===== src/cep_pkg.sv =====
// Package for the core exception prioritizer: cause ranks, codes and states
package cep_pkg;
    // Number of exception causes, index 0 is highest rank
    localparam int CEP_NUM = 21;
    localparam int CEP_IDX_W = 5;
    typedef logic [CEP_IDX_W-1:0] cep_idx_t;
    // Cause ranks, highest first
    localparam cep_idx_t CEP_RESET = 5'h00;
    localparam cep_idx_t CEP_DSTEP = 5'h01;
    localparam cep_idx_t CEP_DEBUG_INT_EXC = 5'h02;
    localparam cep_idx_t CEP_NMI = 5'h03;
    localparam cep_idx_t CEP_INT = 5'h04;
    localparam cep_idx_t CEP_IBRK = 5'h05;
    localparam cep_idx_t CEP_FADR = 5'h06;
    localparam cep_idx_t CEP_FBUS = 5'h07;
    localparam cep_idx_t CEP_SWDBG = 5'h08;
    localparam cep_idx_t CEP_SYS = 5'h09;
    localparam cep_idx_t CEP_BRK = 5'h0A;
    localparam cep_idx_t CEP_RSVD = 5'h0B;
    localparam cep_idx_t CEP_CPU = 5'h0C;
    localparam cep_idx_t CEP_EXTD = 5'h0D;
    localparam cep_idx_t CEP_OVF = 5'h0E;
    localparam cep_idx_t CEP_TRAP = 5'h0F;
    localparam cep_idx_t CEP_DBRK = 5'h10;
    localparam cep_idx_t CEP_LADR = 5'h11;
    localparam cep_idx_t CEP_SADR = 5'h12;
    localparam cep_idx_t CEP_DBUS = 5'h13;
    localparam cep_idx_t CEP_LDBRK = 5'h14;
    localparam cep_idx_t CEP_NONE = 5'h1F;
    // Causes that are debug exceptions
    localparam logic [CEP_NUM-1:0] CEP_DEBUG_MASK = 21'h110126;
    localparam logic [CEP_NUM-1:0] CEP_ZERO = 21'h000000;
    typedef enum logic [1:0] {
        CEP_ST_NORMAL,
        CEP_ST_DEBUG
    } cep_state_e;
endpackage : cep_pkg


===== src/cep_pick.sv =====
// Fixed-priority picker: lowest index among pending causes wins
`timescale 1ns/1ps
module cep_pick
    import cep_pkg::*;
(
    input wire logic [CEP_NUM-1:0] req_in,
    output logic found_out,
    output cep_idx_t idx_out,
    output logic [CEP_NUM-1:0] onehot_out
);
    always_comb begin
        found_out = 1'b0;
        idx_out = CEP_NONE;
        onehot_out = CEP_ZERO;
        for (int i = CEP_NUM - 1; i >= 0; i--) begin
            if (req_in[i]) begin
                found_out = 1'b1;
                idx_out = cep_idx_t'(i);
                onehot_out = CEP_ZERO;
                onehot_out[i] = 1'b1;
            end
        end
    end
endmodule : cep_pick


===== src/cep_core_exception_prioritizer.sv =====
// Exception identification, prioritisation and debug mode tracking
`timescale 1ns/1ps
module cep_core_exception_prioritizer
    import cep_pkg::*;
(
    input wire logic clk_sys_in,
    input wire logic rstn_in,
    input wire logic master_clear_pin_in,
    input wire logic por_in,
    input wire logic debug_step_in,
    input wire logic ext_debug_int_input_in,
    input wire logic debug_break_request_bit_in,
    input wire logic nmi_in,
    input wire logic [7:0] int_req_in,
    input wire logic [7:0] int_mask_in,
    input wire logic global_int_en_in,
    input wire logic instr_break_match_in,
    input wire logic fetch_misaligned_in,
    input wire logic fetch_protected_in,
    input wire logic fetch_bus_err_in,
    input wire logic debug_breakpoint_instr_in,
    input wire logic service_call_instr_in,
    input wire logic break_instr_in,
    input wire logic reserved_opcode_in,
    input wire logic cop_instr_in,
    input wire logic cop_enabled_in,
    input wire logic ext_instr_in,
    input wire logic ext_enabled_in,
    input wire logic trap_arith_in,
    input wire logic arith_overflow_in,
    input wire logic trap_instr_in,
    input wire logic trap_cond_in,
    input wire logic data_addr_break_in,
    input wire logic store_in,
    input wire logic store_value_break_in,
    input wire logic load_in,
    input wire logic data_misaligned_in,
    input wire logic data_protected_in,
    input wire logic data_bus_err_in,
    input wire logic load_data_break_in,
    input wire logic debug_return_instr_in,
    output logic exc_take_out,
    output logic [CEP_IDX_W-1:0] exc_code_out,
    output logic [CEP_NUM-1:0] exc_onehot_out,
    output logic [CEP_NUM-1:0] exc_deferred_out,
    output logic debug_exc_out,
    output logic core_reset_out,
    output logic debug_mode_out
);
    logic [CEP_NUM-1:0] cause;
    logic [CEP_NUM-1:0] onehot;
    logic found;
    cep_idx_t idx;
    logic in_debug;
    logic dbg_taken;
    cep_state_e state_r;
    cep_state_e state_nxt;
    logic take_r;
    cep_idx_t code_r;
    logic [CEP_NUM-1:0] onehot_r;
    logic [CEP_NUM-1:0] defer_r;
    logic dbg_exc_r;
    logic reset_r;

    assign in_debug = (state_r == CEP_ST_DEBUG);

    // Collect causes, one bit per rank
    always_comb begin
        cause = CEP_ZERO;
        cause[CEP_RESET] = master_clear_pin_in | por_in;
        cause[CEP_DSTEP] = debug_step_in & ~in_debug;
        cause[CEP_DEBUG_INT_EXC] = (ext_debug_int_input_in | debug_break_request_bit_in)
            & ~in_debug;
        cause[CEP_NMI] = nmi_in;
        // Maskable interrupts (not NMI) are held off while the debug handler runs
        cause[CEP_INT] = (|(int_req_in & ~int_mask_in)) & global_int_en_in
            & ~in_debug;
        cause[CEP_IBRK] = instr_break_match_in & ~in_debug;
        cause[CEP_FADR] = fetch_misaligned_in | fetch_protected_in;
        cause[CEP_FBUS] = fetch_bus_err_in;
        cause[CEP_SWDBG] = debug_breakpoint_instr_in;
        cause[CEP_SYS] = service_call_instr_in;
        cause[CEP_BRK] = break_instr_in;
        cause[CEP_RSVD] = reserved_opcode_in;
        cause[CEP_CPU] = cop_instr_in & ~cop_enabled_in;
        cause[CEP_EXTD] = ext_instr_in & ~ext_enabled_in;
        cause[CEP_OVF] = trap_arith_in & arith_overflow_in;
        cause[CEP_TRAP] = trap_instr_in & trap_cond_in;
        cause[CEP_DBRK] = (data_addr_break_in | (store_in & store_value_break_in))
            & ~in_debug;
        cause[CEP_LADR] = load_in & (data_misaligned_in | data_protected_in);
        cause[CEP_SADR] = store_in & (data_misaligned_in | data_protected_in);
        cause[CEP_DBUS] = (load_in | store_in) & data_bus_err_in;
        cause[CEP_LDBRK] = load_in & load_data_break_in & ~in_debug;
    end

    cep_pick u_pick (
        .req_in(cause),
        .found_out(found),
        .idx_out(idx),
        .onehot_out(onehot)
    );

    assign dbg_taken = |(onehot & CEP_DEBUG_MASK);

    // Debug mode state
    always_comb begin
        state_nxt = state_r;
        case (state_r)
            CEP_ST_NORMAL: begin
                if (dbg_taken) begin
                    state_nxt = CEP_ST_DEBUG;
                end
            end
            CEP_ST_DEBUG: begin
                if (debug_return_instr_in && !found) begin
                    state_nxt = CEP_ST_NORMAL;
                end
            end
            default: begin
                state_nxt = CEP_ST_NORMAL;
            end
        endcase
        if (onehot[CEP_RESET]) begin
            state_nxt = CEP_ST_NORMAL;
        end
    end

    always_ff @(posedge clk_sys_in or negedge rstn_in) begin
        if (!rstn_in) begin
            state_r <= CEP_ST_NORMAL;
        end else begin
            state_r <= state_nxt;
        end
    end

    // Registered selection of the single winning cause
    always_ff @(posedge clk_sys_in or negedge rstn_in) begin
        if (!rstn_in) begin
            take_r <= 1'b0;
            code_r <= CEP_NONE;
            onehot_r <= CEP_ZERO;
            defer_r <= CEP_ZERO;
            dbg_exc_r <= 1'b0;
            reset_r <= 1'b0;
        end else begin
            take_r <= found;
            code_r <= idx;
            onehot_r <= onehot;
            defer_r <= cause & ~onehot;
            dbg_exc_r <= dbg_taken;
            reset_r <= onehot[CEP_RESET];
        end
    end

    assign exc_take_out = take_r;
    assign exc_code_out = code_r;
    assign exc_onehot_out = onehot_r;
    assign exc_deferred_out = defer_r;
    assign debug_exc_out = dbg_exc_r;
    assign core_reset_out = reset_r;
    assign debug_mode_out = in_debug;
endmodule : cep_core_exception_prioritizer


===== config.mk =====
export PLATFORM = sky130hd
export DESIGN_NAME = cep_core_exception_prioritizer
export DESIGN_NICKNAME = d
export VERILOG_FILES = /design/src/cep_pkg.sv /design/src/cep_pick.sv /design/src/cep_core_exception_prioritizer.sv
export SDC_FILE = /design/constraint.sdc
export NUM_CORES = 1
export LEC_CHECK = 0
export ABC_AREA = 0
export BUFFER_PORTS_ARGS = -buffer_cell sky130_fd_sc_hd__clkbuf_2
export CAP_MARGIN = 0
export CORE_ASPECT_RATIO = 1.25
export CORE_MARGIN = 4
export CORE_UTILIZATION = 42
export DETAILED_ROUTE_END_ITERATION = 12
export GPL_TIMING_DRIVEN = 1
export PLACE_DENSITY = 0.78
export SETUP_SLACK_MARGIN = 0.15
export SKIP_CTS_REPAIR_TIMING = 1
export SLEW_MARGIN = 20
export SYNTH_ARGS = -nofsm -noshare
export SYNTH_HDL_FRONTEND = slang
export SYNTH_SLANG_ARGS = --single-unit

===== constraint.sdc =====
create_clock -name clk_sys_in -period 1.5 [get_ports clk_sys_in]
set_input_delay 0.3 -clock clk_sys_in [delete_from_list [all_inputs] [get_ports clk_sys_in]]
set_output_delay 0.3 -clock clk_sys_in [all_outputs]
set_load 0.01 [all_outputs]

==> reports/metrics.cfg, run 1 <==
[cts]
cts_max_level=2
insertion_delay_ps=300
cts_sinks=49
cts_root_buffer=clkbuf_8
cts_tree=built
clk_path_buf_depth=2
cts_buffers=5
clk_pin_slew_ps=80

[route]
routed-wl-met3_um=459
detail_route.wl_per_cell_um=15.8
wirelength_um=6670
routed_via_density=5.29
wl_met1_um=2360
route.top_layer_used=met4
drtAntennaViolNets=0
drt_iter0_drc=104
drc=0
drtPass1Iterations=4
route.met2.wl_um=3590
vias=2239

[sta]
fin_crit_sh_pct=112
rsz0062_at_grt=true
fin_worst_skew_ps=6.11
report.final.slew_viol_count=0
layout_setup_ws_ps=-178
timing.hold.ws_ps=259
setup_violations=27
finalCriticalPeriod_ps=1680
hold_viol_final=0
fmax_mhz=596

[pwr]
clockPowerShare_pct=35.3
p_per_area_nw_per_um2=843
swShare_pct=25.1
max-vdd-ir-drop_uv=515
p_sw_mw=0.778
seqPwrFrac_pct=44.7
combPwrFrac_pct=20.0
p_leak_nw=1.79
internal_power_mw=2.32

[synthesis]
yosysSeqAreaShare_pct=56.3
avgSynthCellArea_um2=10.8
yosys.area_share.adder_pct=0
yosys.area.top_type=dfrtp_1
synth.area.top_cells=dfrtp_1, dfstp_2, nor2_1, inv_1, nor3_1
synth_top_family_by_area=simple AND/OR/NAND/NOR gates
ys_types=55
netlist_area_um2=2190
ys.warnings.count=0
synth_edf_count=0
synthCells=203
async_reset_ff_share_pct=100
synth_xor_area_share_pct=0
synth-simple-area-share_pct=22.2
synth_top_area_share_pct=50.3
synth_compound_area_share_pct=15.9
synth_most_common_cell=dfrtp_1
synthTopCellsByCount=dfrtp_1, nor2_1, inv_1
synth_mux_area_share_pct=0
ys.flop_type=dfrtp_1
syn-num-nets=253
ys_seq_elements=49

[layout]
nFillCells=358
antenna_cells=0
multi_input_area_um2=1140
drive_gt1_share_pct=64.8
regArea_um2=1230
fin_cells=423
syn_to_final_growth_pct=67.6
layout.nets=410
final_area_um2=3670

[floorplan]
rows=29
io_pins=101
die_x_um=72.6
start_util_pct=43.1
die_area_um2=6440
fp.coreArea_um2=5080
die_h_um=88.8

[worst_setup_path]
timing.rr.end=exc_deferred_out[19]
slowest_stage=dfrtp_2
worstSetupEndpoint=exc_deferred_out[19]
r2r-start=state_r[0]
critPathRequiredTime_ps=1670
crit_type=flop to flop
start_kind=flop
startpoint=state_r[0]
path_cells=o21bai_4 -> o211ai_1 -> or3_4 -> nor2_4 -> a31oi_1
reg2reg_depth=5
critPathMaxFanout=7
crit_path_max_incr_delay_ps=440
r2r_slack_ps=-180
arrival_ps=1850
end_kind=flop

[placed_design]
place.gp.congestion=0.830
io_buffers=99
dpl.hpwl_um=4620
placed_area_um2=3210
place_inst=407

[grt]
grt_pass1_vias=2174
grt_max_degree=50
grt_antenna_before_repair=0
grt-ovfl-total=0
grt_pass1_wl_um=9430
grt_usage_pct=18.9

[status]
violations=negative setup slack
status=complete, but fails checks

[worst_hold_path]
hold_class=input pin to flop
hp-start=data_protected_in

[job]
drv_cap=0

==> power groups by stage <==
stage               sequential [mW]  combinational [mW]  clock (mW)
floorplan                      1.43               0.209           0
global placement               1.41               0.517           0
detailed placement             1.41               0.528           0
CTS                            1.38               0.532        1.11
global route                   1.39               0.669        1.16
finish                         1.38               0.620        1.09
==> final cells by class <==
class | instances | share of cell area, %
well taps | 62 | 2.11
clock buffers | 5 | 1.87
multi-input cells | 130 | 31.1
clock inverters | 3 | 1.77
flip-flops and latches | 49 | 33.6
repair buffers | 161 | 27.4
inverters | 13 | 2.15
==> critical path, delay by kind of cell, from the launching register on <==
family	cells	cell delay, ps
compound gates	3	470
simple gates	2	630
flops	1	440
==> layer usage <==
layer  up-vias  GRT usage (%)
li1       1031              -
met1      1081           20.6
met2       102           34.4
met3        25           3.86
met4         0           9.73
met5         -              0
==> state kept, by name (all words and copies together) (netlist names) <==
register,flops
debug_exc_out,1
exc_code_out,5
exc_deferred_out,20
exc_onehot_out,21
exc_take_out,1
state_r,1
==> placed cells by master (no fill, tap or decap), drive strengths merged, types with 3 or more instances in the layout <==
cell	count
a21oi	7
a31oi	6
and3	4
buf	62
clkbuf	103
dfrtp	44
dfstp	5
inv	13
nand2	13
nand2b	4
nand3	3
nand4	4
nor2	27
nor2b	3
nor3	11
nor4	4
o21a	3
o21ai	7
o22ai	4
==> cell families (layout without fill, tap and decap cells) <==
group	after synthesis	count (layout)
other	1	1
buffers and inverters	24	182
DFF	49	49
AOI/OAI and AO/OA	46	46
and+or+nand+nor	83	83
==> how the worst min path moves through the flow <==
stage | endpoint | slack (ps) | depth (start not counted)
finish | exc_onehot_out[19] | 260 | 2
global route | exc_onehot_out[19] | 250 | 2
CTS | exc_onehot_out[10] | -20 | 2
detailed placement | exc_onehot_out[12] | 310 | 2
global placement | exc_onehot_out[12] | 300 | 2
floorplan | debug_exc_out | 4 | 0
==> through the flow <==
| step | worst slack (ps) | setup TNS, ps | utilization (%) | total power, mW |
|---|---|---|---|---|
| 6_report | -178 | -1840 | 72.3 | 3.09 |
| 4_1_cts | -172 | -3040 | 65.7 | 3.02 |
| 5_1_grt | -226 | -3800 | 72.3 | 3.22 |
| 3_5_place_dp | -253 | -7150 | 63.1 | 1.94 |
| 2_1_floorplan | -87.6 | -527 | - | 1.64 |
| 3_3_place_gp | -219 | -6060 | 63.1 | 1.93 |
No activity file was read; power rests on OpenSTA's default activity.
==> run 2, diff against run 1 <==
--- a/config.mk
+++ b/config.mk
@@ -8,7 +8,7 @@
 export ABC_AREA = 0
 export BUFFER_PORTS_ARGS = -buffer_cell sky130_fd_sc_hd__clkbuf_2
 export CAP_MARGIN = 0
-export CORE_ASPECT_RATIO = 1.25
+export CORE_ASPECT_RATIO = 1.75
 export CORE_MARGIN = 4
 export CORE_UTILIZATION = 42
 export DETAILED_ROUTE_END_ITERATION = 12
==> run 2 against run 1 <==
Against the previous run: the flow still finishes with violations (negative setup slack); final area is 3.5% lower; die area is 0.59% higher; setup slack better by 33 ps; hold slack better by 20 ps; wire length is 0.94% higher; power is 12% lower; fmax is 2.0% higher; highest routed layer unchanged; largest power group unchanged; via count is 0.85% lower.
==> reports/metrics.cfg, run 2 (synthesis gave the netlist of run 1 again) <==
[cts]
cts_buffers=5  ; unchanged
cts_tree=built
clk_pin_slew_ps=90  ; about the same
cts_sinks=49  ; unchanged
insertion_delay_ps=310  ; about the same
cts_max_level=2  ; unchanged
clk_path_buf_depth=2  ; unchanged
cts_root_buffer=clkbuf_8

[route]
drtAntennaViolNets=0  ; unchanged
vias=2220  ; -0.85%
detail_route.wl_per_cell_um=16.5  ; +4.4%
wirelength_um=6730  ; +0.94%
routed_via_density=5.43  ; +2.5%
drc=0  ; unchanged
drt_iter0_drc=58  ; -44%
drtPass1Iterations=4  ; unchanged

[worst_setup_path]
reg2reg_depth=5  ; unchanged
worst-path-buf-inv=0  ; unchanged
crit_type=flop to flop
end_kind=flop
slowest_stage=dfrtp_2
critPathTopFamily=simple AND/OR/NAND/NOR gates
start_kind=flop
critPathRequiredTime_ps=1690  ; +20 ps
arrival_ps=1840  ; about the same
path_cells=o21bai_4 -> o211ai_1 -> nor3_2 -> nand3_2 -> nor4_2
crit_path_max_incr_delay_ps=460  ; +20 ps
cp.depth=5  ; unchanged
critPathMaxFanout=8  ; +1

[floorplan]
fp.coreArea_um2=5020  ; -1.2%
io_pins=101  ; unchanged
die_area_um2=6480  ; +0.59%
rows=34  ; +17%
start_util_pct=43.6  ; +0.52 points
die_h_um=104  ; +17%
die_x_um=62.6  ; -14%

[layout]
drive_gt1_share_pct=63.4  ; -1.4 points
final_common_cell=clkbuf_2
nFillCells=356  ; -0.56%
syn_to_final_growth_pct=61.7
largest_reg_flops=21  ; unchanged
layout.nets=405  ; -1.2%
antenna_cells=0  ; unchanged
layout_common_cells=clkbuf_2, buf_4, dfrtp_1, nor2_1, nand2_1

[pwr]
max-vdd-ir-drop_uv=437  ; -15%
p_leak_nw=1.73  ; -3.4%
p_per_area_nw_per_um2=766  ; -9.2%
power_mw=2.71  ; -12%

[sta]
fin_worst_skew_ps=10.3  ; +4.18 ps
hold_viol_final=0  ; unchanged
setup_violations=32  ; +19%
fmax_mhz=608  ; +2.0%
layout_setup_ws_ps=-145  ; +32.8 ps
finalCriticalPeriod_ps=1650  ; -32.8 ps
report.final.slew_viol_count=0  ; unchanged
fin_crit_sh_pct=110  ; -2.2 points
rsz0062_at_grt=true

[grt]
grt_max_degree=50  ; unchanged
use_met1_pct=19.2  ; -1.3 points
busiest_layer=met2
grt-ovfl-total=0  ; unchanged
grt_antenna_before_repair=0  ; unchanged
gr-usage-met2_pct=37.6  ; +3.2 points
grt_usage_pct=19.4  ; +0.49 points
grt_pass1_wl_um=10100  ; +7.4%
grtUsageMet3_pct=3.25  ; -0.61 points
grt_pass1_vias=2258  ; +3.9%

[placed_design]
place.gp.congestion=0.870  ; +4.8%
pre_cts_ws_ps=-261  ; -8.45 ps
io_buffers=99  ; unchanged
dpl.hpwl_um=4850  ; +5.1%

[worst_hold_path]
whs_path_depth=2  ; unchanged
hold_class=input pin to flop

[status]
status=complete, but fails checks
violations=negative setup slack

[job]
drv_cap=0  ; unchanged

run 2: cell types whose count changed in the layout (fill, tap and decap cells not counted), sizes merged:
cell,previous run,this run
bufinv,2,0
clkbuf,103,105
buf,62,56
run 2: where the power goes:
part	total, mW	switching (mW)	leakage [nW]	internal, mW
registers	1.38	0.0167	0.617	1.37
clock network	0.733	0.415	0.0410	0.318
logic	0.596	0.323	1.08	0.273
run 2: worst paths after layout:
check                                   start                    to  slack [ps]
hold reg to reg                    state_r[0]            state_r[0]         740
max in group asynchronous             rstn_in       exc_code_out[1]         700
min in group asynchronous             rstn_in  exc_deferred_out[18]         520
setup reg to reg                   state_r[0]    exc_onehot_out[19]        -150
setup / recovery                   state_r[0]    exc_onehot_out[19]        -150
hold / removal             data_misaligned_in    exc_onehot_out[19]         280
run 2: routing by layer:
metal	up-vias	wire length, µm
li1	1030	-
met1	1072	2260
met2	92	3760
met3	26	395
met4	0	316
met5	-	0
run 2: area by class of cell:
cell class | instances | area [µm²] | area share (%)
Inverter | 13 | 78.8 | 2.22
Multi-Input combinational cell | 130 | 1110 | 31.3
Sequential cell | 49 | 1230 | 34.8
Timing Repair Buffer | 156 | 976 | 27.5
Clock buffer | 6 | 72.6 | 2.05
Clock inverter | 1 | 5.00 | 0.141
Tap cell | 54 | 67.6 | 1.91
run 2: worst register-to-register path, cell delays in order (launching register included):
cell      delay [ps]
dfrtp_2          460
o21bai_4         170
o211ai_1         180
nor3_2           230
nand3_2          190
nor4_2           300
run 2: through the flow:
step	TNS [ps]	area, µm²	cells	util (%)	hold slack (ps)
final	-2310	3540	409	70.6	278
after CTS	-4950	3230	400	64.3	-11.4
after global placement	-6020	3150	393	62.8	299
after detailed placement	-6540	3150	393	62.8	308
after floorplan	-527	2300	203	-	4.41
after global routing	-4660	3540	409	70.6	265
